**src/inc/fsp_regs.svh**
```systemverilog
`ifndef FSP_REGS_SVH
`define FSP_REGS_SVH
`define FSP_ADDR_W        24
`define FSP_SA_W          9
`define FSP_SA_LSB        15
`define FSP_DATA_W        8
`define FSP_SA_FIRST      9'h000
`define FSP_SA_LAST       9'h1FF
`define FSP_SA_END_MASK   9'h1FC
`define FSP_SA_GROUP_MASK 9'h1FC
`define FSP_UNLK1_ADDR    24'h000AAA
`define FSP_UNLK2_ADDR    24'h000555
`define FSP_UNLK1_DATA    8'hAA
`define FSP_UNLK2_DATA    8'h55
`define FSP_CMD_ENTER_ID  8'h88
`define FSP_CMD_EXIT_ID   8'h90
`define FSP_CMD_EXIT_ID2  8'h00
`define FSP_CMD_AUTOSEL   8'h90
`define FSP_CMD_RESET     8'hF0
`define FSP_CMD_PROT      8'h60
`define FSP_PROT_ADDR_LO  24'h000002
`define FSP_UNPROT_ADDR   24'h000042
`define FSP_GRP_ONE       9'h001
`define FSP_GRP_SPAN      9'h004
`define FSP_IND_OFFS      24'h000006
`define FSP_IND_BIT       7
`define FSP_PROT_BIT      0
`define FSP_CYC_W         4
`define FSP_CYC_HOLD      4'h3
`define FSP_IDREG_BYTES   256
`define FSP_ESN_LAST      24'h000007
`endif

```
**src/inc/fsp_pkg.sv**
```systemverilog
package fsp_pkg;
    typedef enum logic [3:0] {
        FSP_IDLE   = 4'h0,
        FSP_ISSUE  = 4'h1,
        FSP_HOLD   = 4'h3,
        FSP_GAP    = 4'h2,
        FSP_NEXT   = 4'h6,
        FSP_DONE   = 4'h7
    } fsp_state_t;
    typedef enum logic [2:0] {
        FSP_OP_ENTER_ID  = 3'h0,
        FSP_OP_EXIT_ID   = 3'h1,
        FSP_OP_LOCK_ID   = 3'h2,
        FSP_OP_READ_IND  = 3'h3,
        FSP_OP_VERIFY    = 3'h4,
        FSP_OP_READ      = 3'h5,
        FSP_OP_WRITE     = 3'h6,
        FSP_OP_UNPROT    = 3'h7
    } fsp_op_t;
endpackage : fsp_pkg

```
**src/inc/fsp_bus_if.sv**
```systemverilog
`timescale 1ns/1ps
`default_nettype none
interface fsp_bus_if;
    logic        start;
    logic        is_write;
    logic [23:0] addr;
    logic [7:0]  wdata;
    logic        busy;
    logic        done;
    logic [7:0]  rdata;
    modport master (output start, is_write, addr, wdata, input busy, done, rdata);
    modport slave  (input start, is_write, addr, wdata, output busy, done, rdata);
endinterface : fsp_bus_if
`default_nettype wire

```
**src/logic/fsp_cycle.sv**
```systemverilog
`timescale 1ns/1ps
`default_nettype none
`include "fsp_regs.svh"
module fsp_cycle (
    input  wire logic       clock,
    input  wire logic       rst_n,
    fsp_bus_if.slave        bus,
    output logic            ce_n,
    output logic            oe_n,
    output logic            we_n,
    output logic [23:0]     a,
    output logic [7:0]      dq_o,
    output logic            dq_oe,
    input  wire logic [7:0] dq_i
);
    import fsp_pkg::*;
    logic [3:0] cnt_reg;
    logic       act_reg;
    logic       wr_reg;
    logic       done_reg;
    logic [7:0] rd_reg;

    always_ff @(posedge clock) begin
        if (!rst_n) begin
            act_reg  <= 1'b0;
            wr_reg   <= 1'b0;
            cnt_reg  <= 4'h0;
            a        <= 24'h000000;
            dq_o     <= 8'h00;
        end else if (!act_reg && bus.start) begin
            act_reg  <= 1'b1;
            wr_reg   <= bus.is_write;
            cnt_reg  <= `FSP_CYC_HOLD;
            a        <= bus.addr;
            dq_o     <= bus.wdata;
        end else if (act_reg) begin
            if (cnt_reg == 4'h0) begin
                act_reg <= 1'b0;
            end else begin
                cnt_reg <= cnt_reg - 4'h1;
            end
        end
    end

    always_ff @(posedge clock) begin
        if (!rst_n) begin
            done_reg <= 1'b0;
            rd_reg   <= 8'h00;
        end else begin
            done_reg <= act_reg && (cnt_reg == 4'h0);
            if (act_reg && !wr_reg && cnt_reg == 4'h0) begin
                rd_reg <= dq_i;
            end
        end
    end

    // strobes low only while a cycle is active; write releases we_n one cycle early
    assign ce_n      = !act_reg;
    assign oe_n      = !(act_reg && !wr_reg);
    assign we_n      = !(act_reg && wr_reg && cnt_reg != 4'h0);
    assign dq_oe     = act_reg && wr_reg;
    assign bus.busy  = act_reg;
    assign bus.done  = done_reg;
    assign bus.rdata = rd_reg;
endmodule : fsp_cycle
`default_nettype wire

```
**src/logic/fsp_ctrl.sv**
```systemverilog
`timescale 1ns/1ps
`default_nettype none
`include "fsp_regs.svh"
module fsp_ctrl (
    input  wire logic                 clock,
    input  wire logic                 rst_n,
    input  wire logic                 op_valid,
    input  wire fsp_pkg::fsp_op_t     op_code,
    input  wire logic [23:0]          op_addr,
    input  wire logic [7:0]           op_wdata,
    output logic                      op_ready,
    output logic                      op_done,
    output logic [7:0]                op_rdata,
    output logic                      op_refused,
    output logic                      id_mapped,
    output logic                      group_prot,
    output logic                      factory_locked,
    input  wire logic                 temp_unprot,
    input  wire logic                 guard_low,
    output logic                      ce_n,
    output logic                      oe_n,
    output logic                      we_n,
    output logic [23:0]               a,
    output logic [7:0]                dq_o,
    output logic                      dq_oe,
    input  wire logic [7:0]           dq_i,
    output logic                      write_guard_accel_pin_o,
    output logic                      write_guard_accel_pin_oe,
    output logic                      reset_elevated_req
);
    import fsp_pkg::*;

    fsp_bus_if bus ();
    fsp_cycle u_cycle (
        .clock (clock),
        .rst_n (rst_n),
        .bus   (bus),
        .ce_n  (ce_n),
        .oe_n  (oe_n),
        .we_n  (we_n),
        .a     (a),
        .dq_o  (dq_o),
        .dq_oe (dq_oe),
        .dq_i  (dq_i)
    );

    fsp_state_t state_reg;
    fsp_op_t    op_reg;
    logic [23:0] addr_reg;
    logic [7:0]  wdata_reg;
    logic [2:0]  step_reg;
    logic [2:0]  nsteps;
    logic        id_reg;
    logic        done_reg;
    logic        refused_reg;
    logic [7:0]  rdata_reg;
    logic        is_write;
    logic [23:0] step_addr;
    logic [7:0]  step_data;
    logic [8:0]  sweep_reg;
    logic        final_reg;

    function automatic logic [8:0] sa_of(input logic [23:0] ad);
        sa_of = ad[`FSP_SA_LSB +: `FSP_SA_W];
    endfunction : sa_of

    // the first four and last four sectors protect alone, the rest in groups of four
    function automatic logic end_group(input logic [8:0] sa);
        end_group = ((sa & `FSP_SA_END_MASK) == `FSP_SA_FIRST)
                 || ((sa & `FSP_SA_END_MASK) == `FSP_SA_END_MASK);
    endfunction : end_group

    function automatic logic [8:0] group_of(input logic [8:0] sa);
        group_of = end_group(sa) ? sa : (sa & `FSP_SA_GROUP_MASK);
    endfunction : group_of

    function automatic logic [8:0] next_group(input logic [8:0] sa);
        next_group = end_group(sa) ? sa + `FSP_GRP_ONE : sa + `FSP_GRP_SPAN;
    endfunction : next_group

    function automatic logic is_end_sector(input logic [8:0] sa);
        is_end_sector = (sa == `FSP_SA_FIRST) || (sa == `FSP_SA_LAST);
    endfunction : is_end_sector

    // sequence of bus cycles per operation
    always_comb begin
        nsteps    = 3'h1;
        is_write  = 1'b1;
        step_addr = `FSP_UNLK1_ADDR;
        step_data = `FSP_UNLK1_DATA;
        case (op_reg)
            FSP_OP_ENTER_ID, FSP_OP_EXIT_ID, FSP_OP_READ_IND: begin
                nsteps = (op_reg == FSP_OP_EXIT_ID) ? 3'h4 : 3'h3;
                if (op_reg == FSP_OP_READ_IND) begin
                    nsteps = 3'h4;
                end
                case (step_reg)
                    3'h0: begin
                        step_addr = `FSP_UNLK1_ADDR;
                        step_data = `FSP_UNLK1_DATA;
                    end
                    3'h1: begin
                        step_addr = `FSP_UNLK2_ADDR;
                        step_data = `FSP_UNLK2_DATA;
                    end
                    3'h2: begin
                        step_addr = `FSP_UNLK1_ADDR;
                        step_data = (op_reg == FSP_OP_ENTER_ID) ? `FSP_CMD_ENTER_ID
                                  : (op_reg == FSP_OP_EXIT_ID) ? `FSP_CMD_EXIT_ID
                                  : `FSP_CMD_AUTOSEL;
                    end
                    default: begin
                        step_addr = (op_reg == FSP_OP_READ_IND) ? `FSP_IND_OFFS : 24'h000000;
                        step_data = `FSP_CMD_EXIT_ID2;
                        is_write  = (op_reg != FSP_OP_READ_IND);
                    end
                endcase
            end
            FSP_OP_LOCK_ID: begin
                nsteps    = 3'h1;
                step_addr = addr_reg;
                step_data = `FSP_CMD_PROT;
            end
            FSP_OP_VERIFY: begin
                nsteps    = 3'h1;
                is_write  = 1'b0;
                step_addr = {group_of(sa_of(addr_reg)), 15'h0000} | `FSP_PROT_ADDR_LO;
            end
            FSP_OP_READ: begin
                is_write  = 1'b0;
                step_addr = addr_reg;
            end
            FSP_OP_WRITE: begin
                step_addr = addr_reg;
                step_data = wdata_reg;
            end
            FSP_OP_UNPROT: begin
                // protect every group first, then one unprotect write clears all
                step_addr = final_reg ? `FSP_UNPROT_ADDR
                          : ({sweep_reg, 15'h0000} | `FSP_PROT_ADDR_LO);
                step_data = `FSP_CMD_PROT;
            end
            default: begin
                nsteps = 3'h1;
            end
        endcase
    end

    // lock only legal with region mapped; main array writes refused while mapped
    logic refuse_now;
    assign refuse_now = (op_code == FSP_OP_LOCK_ID && !id_reg)
                     || (op_code == FSP_OP_ENTER_ID && id_reg)
                     || (op_code == FSP_OP_UNPROT && (id_reg || !temp_unprot));
    logic wr_idle_ok;
    assign wr_idle_ok = !(id_reg && op_code == FSP_OP_WRITE
                          && sa_of(op_addr) != `FSP_SA_FIRST);

    always_ff @(posedge clock) begin
        if (!rst_n) begin
            state_reg <= FSP_IDLE;
            step_reg  <= 3'h0;
            op_reg    <= FSP_OP_READ;
            addr_reg  <= 24'h000000;
            wdata_reg <= 8'h00;
        end else begin
            case (state_reg)
                FSP_IDLE: begin
                    if (op_valid && !refuse_now && wr_idle_ok) begin
                        op_reg    <= op_code;
                        addr_reg  <= op_addr;
                        wdata_reg <= op_wdata;
                        step_reg  <= 3'h0;
                        state_reg <= FSP_ISSUE;
                    end
                end
                FSP_ISSUE: state_reg <= FSP_HOLD;
                FSP_HOLD: begin
                    if (bus.done) begin
                        state_reg <= FSP_GAP;
                    end
                end
                FSP_GAP: begin
                    if (op_reg == FSP_OP_UNPROT && !final_reg) begin
                        state_reg <= FSP_NEXT;
                    end else if (step_reg + 3'h1 >= nsteps) begin
                        state_reg <= FSP_DONE;
                    end else begin
                        step_reg  <= step_reg + 3'h1;
                        state_reg <= FSP_NEXT;
                    end
                end
                FSP_NEXT: state_reg <= FSP_ISSUE;
                FSP_DONE: state_reg <= FSP_IDLE;
                default:  state_reg <= FSP_IDLE;
            endcase
        end
    end

    // group sweep walks every group base, end sectors singly
    always_ff @(posedge clock) begin
        if (!rst_n || state_reg == FSP_IDLE) begin
            sweep_reg <= `FSP_SA_FIRST;
            final_reg <= 1'b0;
        end else if (state_reg == FSP_GAP && op_reg == FSP_OP_UNPROT && !final_reg) begin
            if (sweep_reg == `FSP_SA_LAST) begin
                final_reg <= 1'b1;
            end else begin
                sweep_reg <= next_group(sweep_reg);
            end
        end
    end

    always_ff @(posedge clock) begin
        if (!rst_n) begin
            id_reg <= 1'b0;
        end else if (state_reg == FSP_DONE && op_reg == FSP_OP_ENTER_ID) begin
            id_reg <= 1'b1;
        end else if (state_reg == FSP_DONE && op_reg == FSP_OP_EXIT_ID) begin
            id_reg <= 1'b0;
        end
    end

    always_ff @(posedge clock) begin
        if (!rst_n) begin
            rdata_reg      <= 8'h00;
            group_prot     <= 1'b0;
            factory_locked <= 1'b0;
        end else if (state_reg == FSP_GAP && !is_write) begin
            rdata_reg <= bus.rdata;
            if (op_reg == FSP_OP_VERIFY) begin
                group_prot <= bus.rdata != 8'h00;
            end
            if (op_reg == FSP_OP_READ_IND) begin
                factory_locked <= bus.rdata[`FSP_IND_BIT];
            end
        end
    end

    always_ff @(posedge clock) begin
        if (!rst_n) begin
            done_reg    <= 1'b0;
            refused_reg <= 1'b0;
        end else begin
            done_reg    <= state_reg == FSP_DONE;
            refused_reg <= state_reg == FSP_IDLE && op_valid && (refuse_now || !wr_idle_ok);
        end
    end

    assign bus.start    = state_reg == FSP_ISSUE;
    assign bus.is_write = is_write;
    assign bus.addr     = step_addr;
    assign bus.wdata    = step_data;

    assign op_ready   = state_reg == FSP_IDLE;
    assign op_done    = done_reg;
    assign op_refused = refused_reg;
    assign op_rdata   = rdata_reg;
    assign id_mapped  = id_reg;

    // guard pin: drive low to block end sectors, else release to pull-up
    assign write_guard_accel_pin_o  = 1'b0;
    assign write_guard_accel_pin_oe = guard_low;
    assign reset_elevated_req       = temp_unprot;
endmodule : fsp_ctrl
`default_nettype wire

```
**config.mk**
```make
export PLATFORM = sky130hd
export DESIGN_NAME = fsp_ctrl
export DESIGN_NICKNAME = d
export VERILOG_FILES = /design/src/inc/fsp_pkg.sv /design/src/inc/fsp_bus_if.sv /design/src/logic/fsp_cycle.sv /design/src/logic/fsp_ctrl.sv
export VERILOG_INCLUDE_DIRS = /design/src /design/src/inc
export SDC_FILE = /design/constraint.sdc
export NUM_CORES = 1
export LEC_CHECK = 0
export BUFFER_PORTS_ARGS = -buffer_cell sky130_fd_sc_hd__buf_2
export CAP_MARGIN = 10
export CORE_MARGIN = 3
export CORE_UTILIZATION = 49
export DETAILED_ROUTE_END_ITERATION = 10
export PLACE_DENSITY = 0.84
export SYNTH_ARGS = -nofsm -noshare
export SYNTH_HDL_FRONTEND = slang
export SYNTH_SLANG_ARGS = --single-unit
```
**constraint.sdc**
```tcl
create_clock -name clock -period 2.32 [get_ports clock]
set_input_delay 0.58 -clock clock [delete_from_list [all_inputs] [get_ports clock]]
set_output_delay 0.58 -clock clock [all_outputs]
set_load 0.1 [all_outputs]
```
# Word level (Yosys, flattened, before mapping)
# Cells that the tools add are included.
totals:
  ff_bits: 112
  elab_cells: 154
classes:
  order_cmp: 1
  mux: 31
  reduce_logical: 68
  eq_ne: 26
  n_addsub: 4
  n_bitwise: 3
op_table:
  columns: ["op", "n"]
  rows:
  - ["$pmux 24 s4", 1]
  - ["$pmux 8 s3", 2]
  - ["$mux 24", 1]
  - ["$pmux 12 s2", 1]
  - ["$logic_and 1x1->1", 21]
  - ["$mux 3", 7]
  - ["$pmux 4 s5", 1]
  - ["$eq 3x3->1 const B", 6]
  - ["$logic_not 9->1", 2]
  - ["$reduce_and 2->1", 8]
  - ["$eq 7x7->1 const B", 2]
  - ["$eq 3x2->1 const B", 4]
  - ["$logic_not 1->1", 11]
  - ["$add 9x1->9 const B", 1]
  - ["$add 9x3->9 const B", 1]
  - ["$eq 9x9->1 const B", 1]
  - ["$logic_not 3->1", 3]
  - ["$mux 9", 1]
  - ["$reduce_bool 9->1", 1]
  - ["$reduce_or 3->1", 3]
  - ["$eq 4x2->1 const B", 2]
  - ["$eq 4x3->1 const B", 2]
  - ["$logic_not 4->1", 2]
  - ["$mux 1", 8]
  - ["other kinds (20)", 41]

# Depth between registers and ports, before layout
# Gate-level depths: netlist of run 1.
depth:
  depth_word: 9
  mapped_depth: 9

# Modules after synthesis
# From an unflattened synthesis of run 1, not the netlist that was laid out.
hier_totals:
  cells_unflattened: 653
  area_unflattened_um2: 5293.8
by_module_without_submodules:
  columns: ["mod", "area_per_inst_um2", "n_inst", "cells_each", "seq_area_each_um2"]
  rows:
  - ["fsp_ctrl", 3524.6, 1, 440, 1281.2]
  - ["fsp_cycle", 1769.2, 1, 213, 940.9]

# Least setup slack after synthesis of run 1
# Ideal clock, no wire load.
synth_timing:
  path_kind: "reg-to-reg"
  start: "reg state_reg[2]"
  end: "reg addr_reg[10]"
  synth_period_minus_slack_ns: 2.456
  required_time_ns: 2.251
  path_buffers: 3
  stages_incl_launch_ff: 9
  setup_time_ns: 0.069
  t_arrival_ns: 2.386
  path_slack_ns: -0.136
  cell_sequence: "dfxtp_1 > buf_2 > nor3_4 > nand2_1 > a2111oi_4 > buf_6 > buf_4 > nand3_1 > o21ai_1"
synth_via:
  elab_chain_cells: 2
synth_rtl:
  columns: ["item", "line_no", "source"]
  rows:
  - ["start: declaration", "fsp_ctrl.sv:47", "fsp_state_t state_reg;"]
  - ["start signal: assignment", "fsp_ctrl.sv:160", "state_reg <= FSP_IDLE;"]
  - ["start signal: assignment", "fsp_ctrl.sv:173", "state_reg <= FSP_ISSUE;"]
  - ["start signal: assignment", "fsp_ctrl.sv:176", "FSP_ISSUE: state_reg <= FSP_HOLD;"]
  - ["$logic_not 4->1", null, null]
  - ["net op_ready", "fsp_ctrl.sv:11", "output logic op_ready,"]
  - ["$reduce_and 2->1 (no line)", null, null]
  - ["end signal: assignment", "fsp_ctrl.sv:170", "addr_reg <= op_addr;"]
  - ["end: declaration", "fsp_ctrl.sv:49", "logic [23:0] addr_reg;"]
# The timed path passes the listed nets, and every way through them passes these cells.
# A chain may end at the register's enable or synchronous reset.

# Worst setup path after layout of run 1
layout_timing:
  start: "reg step_reg[1]"
  end: "reg step_reg[0]"
layout_via:
  elab_chain_cells: 4
layout_rtl:
  columns: ["item", "line_no", "source"]
  rows:
  - ["start: declaration", "fsp_ctrl.sv:51", "logic [2:0] step_reg;"]
  - ["start signal: assignment", "fsp_ctrl.sv:188", "step_reg <= step_reg + 3'h1;"]
  - ["$add 3x1->3", "fsp_ctrl.sv:185", "end else if (step_reg + 3'h1 >= nsteps) begin"]
  - ["$ge 3x3->1", "fsp_ctrl.sv:185", null]
  - ["$ne 2x2->1 (no line)", null, null]
  - ["$reduce_and 4->1 (no line)", null, null]
# No other way between the ends.

==> results of run 1 <==
worst max path at each step:
stage                 startpoint           end  slack [ns]  cells past startpoint
CTS                  step_reg[0]   step_reg[0]        0.12                      8
finish               step_reg[1]   step_reg[0]        0.07                      8
floorplan           state_reg[2]  addr_reg[10]       0.008                      8
global route         step_reg[1]   step_reg[0]       -0.03                      8
detailed placement   step_reg[0]   step_reg[0]       0.004                      8
global placement     step_reg[0]   step_reg[2]        0.18                      8
stage by stage:
stage / instance area (µm²) / hold slack (ns) / util [%]
global placement: 5644 / 0.4330 / 57.22
detailed placement: 5644 / 0.4408 / 57.22
floorplan: 5004 / 0.4249 / -
global route: 5821 / 0.4254 / 59.01
finish: 5821 / 0.4227 / 59.01
CTS: 5811 / 0.4149 / 58.90
Yosys cell counts, types with 9 or more instances:
cell      count
a21oi_1      33
a31oi_1       9
clkbuf_1     24
dfxtp_1     111
ha_1         12
inv_1        14
mux2i_1      20
nand2_1      85
nand2b_1     10
nand3_1      46
nor2_1       43
nor3_1       11
o21ai_0      47
o21ai_1      26
per-layer routing:
metal,up-vias,wire length (µm)
met2,166,6289
met3,31,713
met5,-,0
met1,2178,5331
li1,2308,-
met4,0,261
placed cells by master (no fill, tap or decap), types with 4 or more instances in the layout:
| master | n |
|---|---|
| buf_4 | 16 |
| o211ai_1 | 4 |
| clkbuf_8 | 9 |
| nor4_1 | 8 |
| o21ai_0 | 46 |
| inv_1 | 14 |
| nand2_1 | 83 |
| nor2_1 | 43 |
| a21o_1 | 4 |
| nand3_1 | 46 |
| nand4b_1 | 4 |
| clkinv_2 | 5 |
| nor3_1 | 11 |
| nor2b_1 | 5 |
| a21oi_1 | 33 |
| o21ai_1 | 27 |
| a31oi_1 | 9 |
| and3_1 | 4 |
| nand2b_1 | 10 |
| buf_2 | 96 |
| nand4_1 | 4 |
| a211oi_1 | 5 |
| dfxtp_1 | 109 |
| ha_1 | 12 |
| mux2i_1 | 20 |
| a22oi_1 | 6 |
tightest hold or removal path, cell delays in order:
cell and delay [ns]:
buf_2 0.07, nand3_1 0.05, o21ai_0 0.06
final cells by class:
| cell class | count | area share [%] |
|---|---|---|
| clock buffer | 9 | 2.128 |
| clock inverter | 7 | 0.6879 |
| inverter | 15 | 0.9673 |
| multi-input combinational | 438 | 43.79 |
| sequential | 111 | 38.22 |
| tap | 133 | 2.859 |
| timing repair buffer | 115 | 11.35 |
cell families after synthesis:
group / Yosys count
XOR/XNOR: 5
flip-flops: 111
multiplexers: 20
AO/OA/AOI/OAI: 153
AND/OR/NAND/NOR: 247
buffers and inverters: 54
adder cells (fa/ha/maj): 12
other: 1
where the power goes:
group | total [W] | internal (W) | switching (W)
Sequential | 0.00216 | 0.00204 | 0.000115
Clock | 0.00102 | 0.000381 | 0.000638
Combinational | 0.00121 | 0.000308 | 0.000904
Total | 0.00439 | 0.00273 | 0.00166
==> out/metrics.yaml, run 1 <==
status: "finished, final reports clean"
place_worst_setup_slack_ns: 0.004313
firstDrtPassIters: 5
setup_slack_ns: 0.07137
core-area_um2: 9864
path_max_fanout: 6
via_count: 4683
cp.required_ns: 2.57
synth_top_family_by_area: "simple AND/OR/NAND/NOR gates"
met1_usage_pct: 26.81
max_stage_delay_ns: 0.41
r2r_start: "step_reg[1]"
synth_nets: 663
numCtsBuffers: 9
start_util_pct: 50.67
cts_resized: 2
final_cells: 828
fillers: 890
p_total_w: 0.004388
r2r.worst_path.cells: 8
cp-start-kind: "register"
postSynthCellCount: 603
fmax_ghz: 0.4447
seqCellArea_um2: 2225
grtUsageTotal_pct: 22.13
cp_num_buf_inv: 0
synth_top_cell_by_area: "dfxtp_1"
cts_setup_buffers: 0
end_kind: "register"
grt_pass1_wl_mm: 20.62
reg2reg_to: "step_reg[0]"
fin_crit_sh_pct: 96.92
finalHoldViolations: 0
area_growth_pct: 16.45
synth_seq_cells: 111
synthMuxAreaShare_pct: 4.005
drcViolationCount: 0
min_period_ns: 2.249
skew_ns: 0.01169
dieArea_um2: 11450
hp-class: "in2reg"
ios: 101
finalSetupTns_ns: 0
cts.htree.levels: 3
nets: 750
multiInputGateArea_um2: 2549
ant_nets: 0
tritoncts: "done"
cts_hold_buf: 0
r2r_setup_slack_ns: 0.07
leakagePower_nw: 2.350
cpLargestDelayFamily: "compound AO/OA/AOI/OAI gates"
worstHoldEndpoint: "addr_reg[2]"
grt_max_degree: 92
drt-initial-drc-count: 459
grt_util_met2_pct: 38.40
wire_per_inst_um: 15.21
antenna_found_initial: 0
holdPathStages: 3
cts_num_sinks: 111
synthAdderAreaFrac_pct: 3.004
die_height_um: 107
grt_overflow_total: 0
hold_start: "op_addr[2]"
synth_compound_area_share_pct: 18.15
power.density_nw_per_um2: 753.9
synthXorXnorAreaFrac_pct: 0.8761
worst_pin_slew_ns: 0.8479
insertedDiodeCount: 0
via_per_inst: 5.656
synth_edf_count: 0
place.detailed.hpwl_mm: 9.185
num_rows: 36
cpMaxStageDelayCell: "dfxtp_1"
drt_wl_total_mm: 12.60
insertion_delay_ns: 0.37
clk_pin_slew_worst_paths_ns: 0.11
cpMostUsedCell: "ha_1"
maxSlewViolCount: 0
synthFlopType: "dfxtp_1"
clockRootBuffer: "clkbuf_8"
yosys.area_share.simple_pct: 24.51
finalSetupViolations: 0
netlist_top_cells_area: "dfxtp_1 44%, nand2_1 6.4%, o21ai_0 4.7%"
clock_path_buffers: 2
die_w_um: 107
yosysSeqAreaShare_pct: 44.46
place_inst: 812
cp.arrival_ns: 2.50
avgSynthCellArea_um2: 8.289
cap_violations: 0
ir_worst_vdd_mv: 0.5137
syn_area_um2: 4999
yosysWarnings: 0
busiest_layer: "met2"
grt_pass1_vias: 4386
drive_gt1_share_pct: 20.72
synth_top_area_share_pct: 44.46
timing_worst_setup_path_type: "reg2reg"
gp_congestion: 0.8321
use_met3_pct: 4.154
cp_cell_sequence: "ha_1 -> xor2_1 -> ha_1 -> a21oi_1 -> o21ai_1 -> o21ai_0 -> a21boi_0 -> o221ai_1"
synth_cell_types: 58
slew_headroom_pct: 43.26
io_buffers: 97
synth-async-reset-ratio_pct: 0
(Power assumes the default switching activity.)
==> run 2, diff against run 1 <==
CORE_UTILIZATION = 50   (was 49)
PLACE_DENSITY = 0.85   (was 0.84)
SYNTH_HIERARCHICAL = 1   (was default)
==> out/metrics.yaml, run 2 <==
status: "finished, final reports clean"
gp_congestion: 0.8580
pwr-share-clk_pct: 26.1
leakagePower_nw: 2.695
worst_pin_slew_ns: 0.6918
final_cell_mix: "184 x nand2_1, 106 x dfxtp_1, 95 x buf_2, 51 x a21oi_1, 46 x mux2i_1"
postSynthCellCount: 653
grt_pass1_vias: 4513
place.detailed.hpwl_mm: 9.683
yosys-top-cells-count: "185 x nand2_1, 111 x dfxtp_1, 53 x a21oi_1, 46 x mux2i_1, 25 x nor2_1"
avgSynthCellArea_um2: 8.107
yosysWarnings: 6
rsz0062_at_grt: "yes"
yosysSeqAreaShare_pct: 41.98
path_max_fanout: 2
critPathLaunch: "u_cycle/cnt_reg[0]"
synth_seq_cells: 111
final_common_cell: "nand2_1"
firstDrtPassIters: 5
r2r_start: "sweep_reg[3]"
skew_ns: 0.01112
sw_frac_of_total_pct: 35.68
hold_start: "op_addr[5]"
cts.htree.levels: 3
drt_wl_total_mm: 13.23
place_worst_setup_slack_ns: -0.1225
drt-initial-drc-count: 346
p_total_w: 0.004851
grt_pass1_wl_mm: 21.16
insertedDiodeCount: 0
synth_cell_types: 60
intPower_w: 0.003120
cpMaxStageDelayCell: "or3b_4"
grt_overflow_total: 0
num_rows: 36
clockRootBuffer: "clkbuf_8"
antenna_found_initial: 0
ir_worst_vdd_mv: 0.7509
sequentialPowerShare_pct: 44.5
synth_nets: 714
cp.required_ns: 1.74
drive_gt1_share_pct: 24.51
cp-start-kind: "register"
synthFlopType: "dfxtp_1"
core-area_um2: 10040
cts_hold_buf: 0
grt_max_degree: 53
numCtsBuffers: 9
clk_pin_slew_worst_paths_ns: 0.10
synth-async-reset-ratio_pct: 0
post-route-util_pct: 63.27
nets: 815
timing_worst_setup_path_type: "reg2out"
power.density_nw_per_um2: 763.4
die_height_um: 108.9
insertion_delay_ns: 0.37
hp-class: "in2reg"
drcViolationCount: 0
maxSlewViolCount: 0
cp.arrival_ns: 1.72
p_sw_w: 0.001731
cp_cell_sequence: "inv_2 -> ha_4 -> or3b_4 -> and2_4 -> nand2_4 -> buf_12"
wire_per_inst_um: 14.83
combPwrFrac_pct: 29.4
finalHoldViolations: 0
io_buffers: 97
via_per_inst: 5.411
die_w_um: 108.9
tritoncts: "done"
clock_path_buffers: 2
netlist_top_cells_area: "dfxtp_1 42%, nand2_1 13%, mux2i_1 8.7%"
end_kind: "primary output"
ios: 101
cts_num_sinks: 111
synth_top_area_share_pct: 41.98
finalSetupViolations: 0
fin_crit_sh_pct: 99.06
via_count: 4827
dieArea_um2: 11860
setup_slack_ns: 0.02191
area_growth_pct: 20.04
grtUsageTotal_pct: 22.31
min_period_ns: 2.298
finalSetupTns_ns: 0
fmax_ghz: 0.4351
synth_top_cell_by_area: "dfxtp_1"
yosysMostFrequentCell: "nand2_1"
max_stage_delay_ns: 0.37
cap_violations: 0
start_util_pct: 52.70
slew_headroom_pct: 53.53
syn_area_um2: 5294
synth_edf_count: 0
ant_nets: 0
==> run 2: changes by cell type after synthesis, sizes merged, moves of 4 or more <==
cell	previous run	this run
a21oi	33	53
a21o	4	10
o21ai	73	16
nand2	85	185
and2	3	11
a22oi	6	1
nand2b	10	5
nor2	44	25
nand3	46	20
a22o	0	9
buf	15	19
mux2i	20	46
a31oi	9	4
==> run 2: power groups by stage <==
stage	sequential [W]	clock (W)	combinational [W]
floorplan	0.00243	0	0.000818
global placement	0.00219	0	0.00131
detailed placement	0.00220	0	0.00134
CTS	0.00215	0.00129	0.00139
global route	0.00218	0.00137	0.00154
finish	0.00216	0.00127	0.00143
==> run 2: critical path: cells and delay by family, from the launching register on <==
kind | cells | cell delay, ns
fa+ha+maj | 1 | 0.14
buf+inv | 2 | 0.25
flops | 1 | 0.34
simple gates | 3 | 0.62
==> run 2: layout make-up <==
class | count | area [µm²]
flip-flops and latches | 111 | 2228
inverters | 18 | 67.56
multi-input cells | 481 | 2861
fillers | 869 | 3690
clock inverters | 7 | 96.34
repair buffers | 133 | 810.8
clock buffers | 9 | 123.9
well taps | 133 | 166.4
==> run 2: kinds of logic after synthesis <==
group	share of synthesized area, %
AO/OA/AOI/OAI	13.90
XOR/XNOR	0.3310
adder cells (fa/ha/maj)	3.073
buffers and inverters	5.720
flip-flops	41.98
multiplexers	8.698
other	0.07084
AND/OR/NAND/NOR	26.24
==> run 2: layer usage <==
metal | wire length, µm | global-route usage [%]
met5 | 0 | 0
met3 | 680 | 4.263
met1 | 5807 | 27.97
met2 | 6596 | 39.25
met4 | 143 | 5.681
==> run 2: worst paths after layout <==
check | to | slack, ns | cells after the start
worst max register to register | sweep_reg[7] | 0.05 | 9
worst max-delay path | we_n | 0.02 | 6
worst min register to register | u_cycle/a[12] | 0.45 | 2
worst min-delay path | addr_reg[5] | 0.44 | 3
==> run 2: repair_timing <==
item	4_1_cts	5_1_grt
pin swaps	1	6
endpoints found under the setup margin	1	9
gates resized for setup	6	11
setup buffers	5	3
endpoints found under the hold margin	0	0
==> run 2: through the flow <==
| step | std cells | hold slack (ns) | area, µm² |
|---|---|---|---|
| after global placement | 868 | 0.4368 | 6006 |
| after CTS | 889 | 0.4249 | 6274 |
| final | 892 | 0.4417 | 6355 |
| after floorplan | 653 | 0.4301 | 5320 |
| after detailed placement | 868 | 0.4439 | 6006 |
| after global routing | 892 | 0.4333 | 6355 |
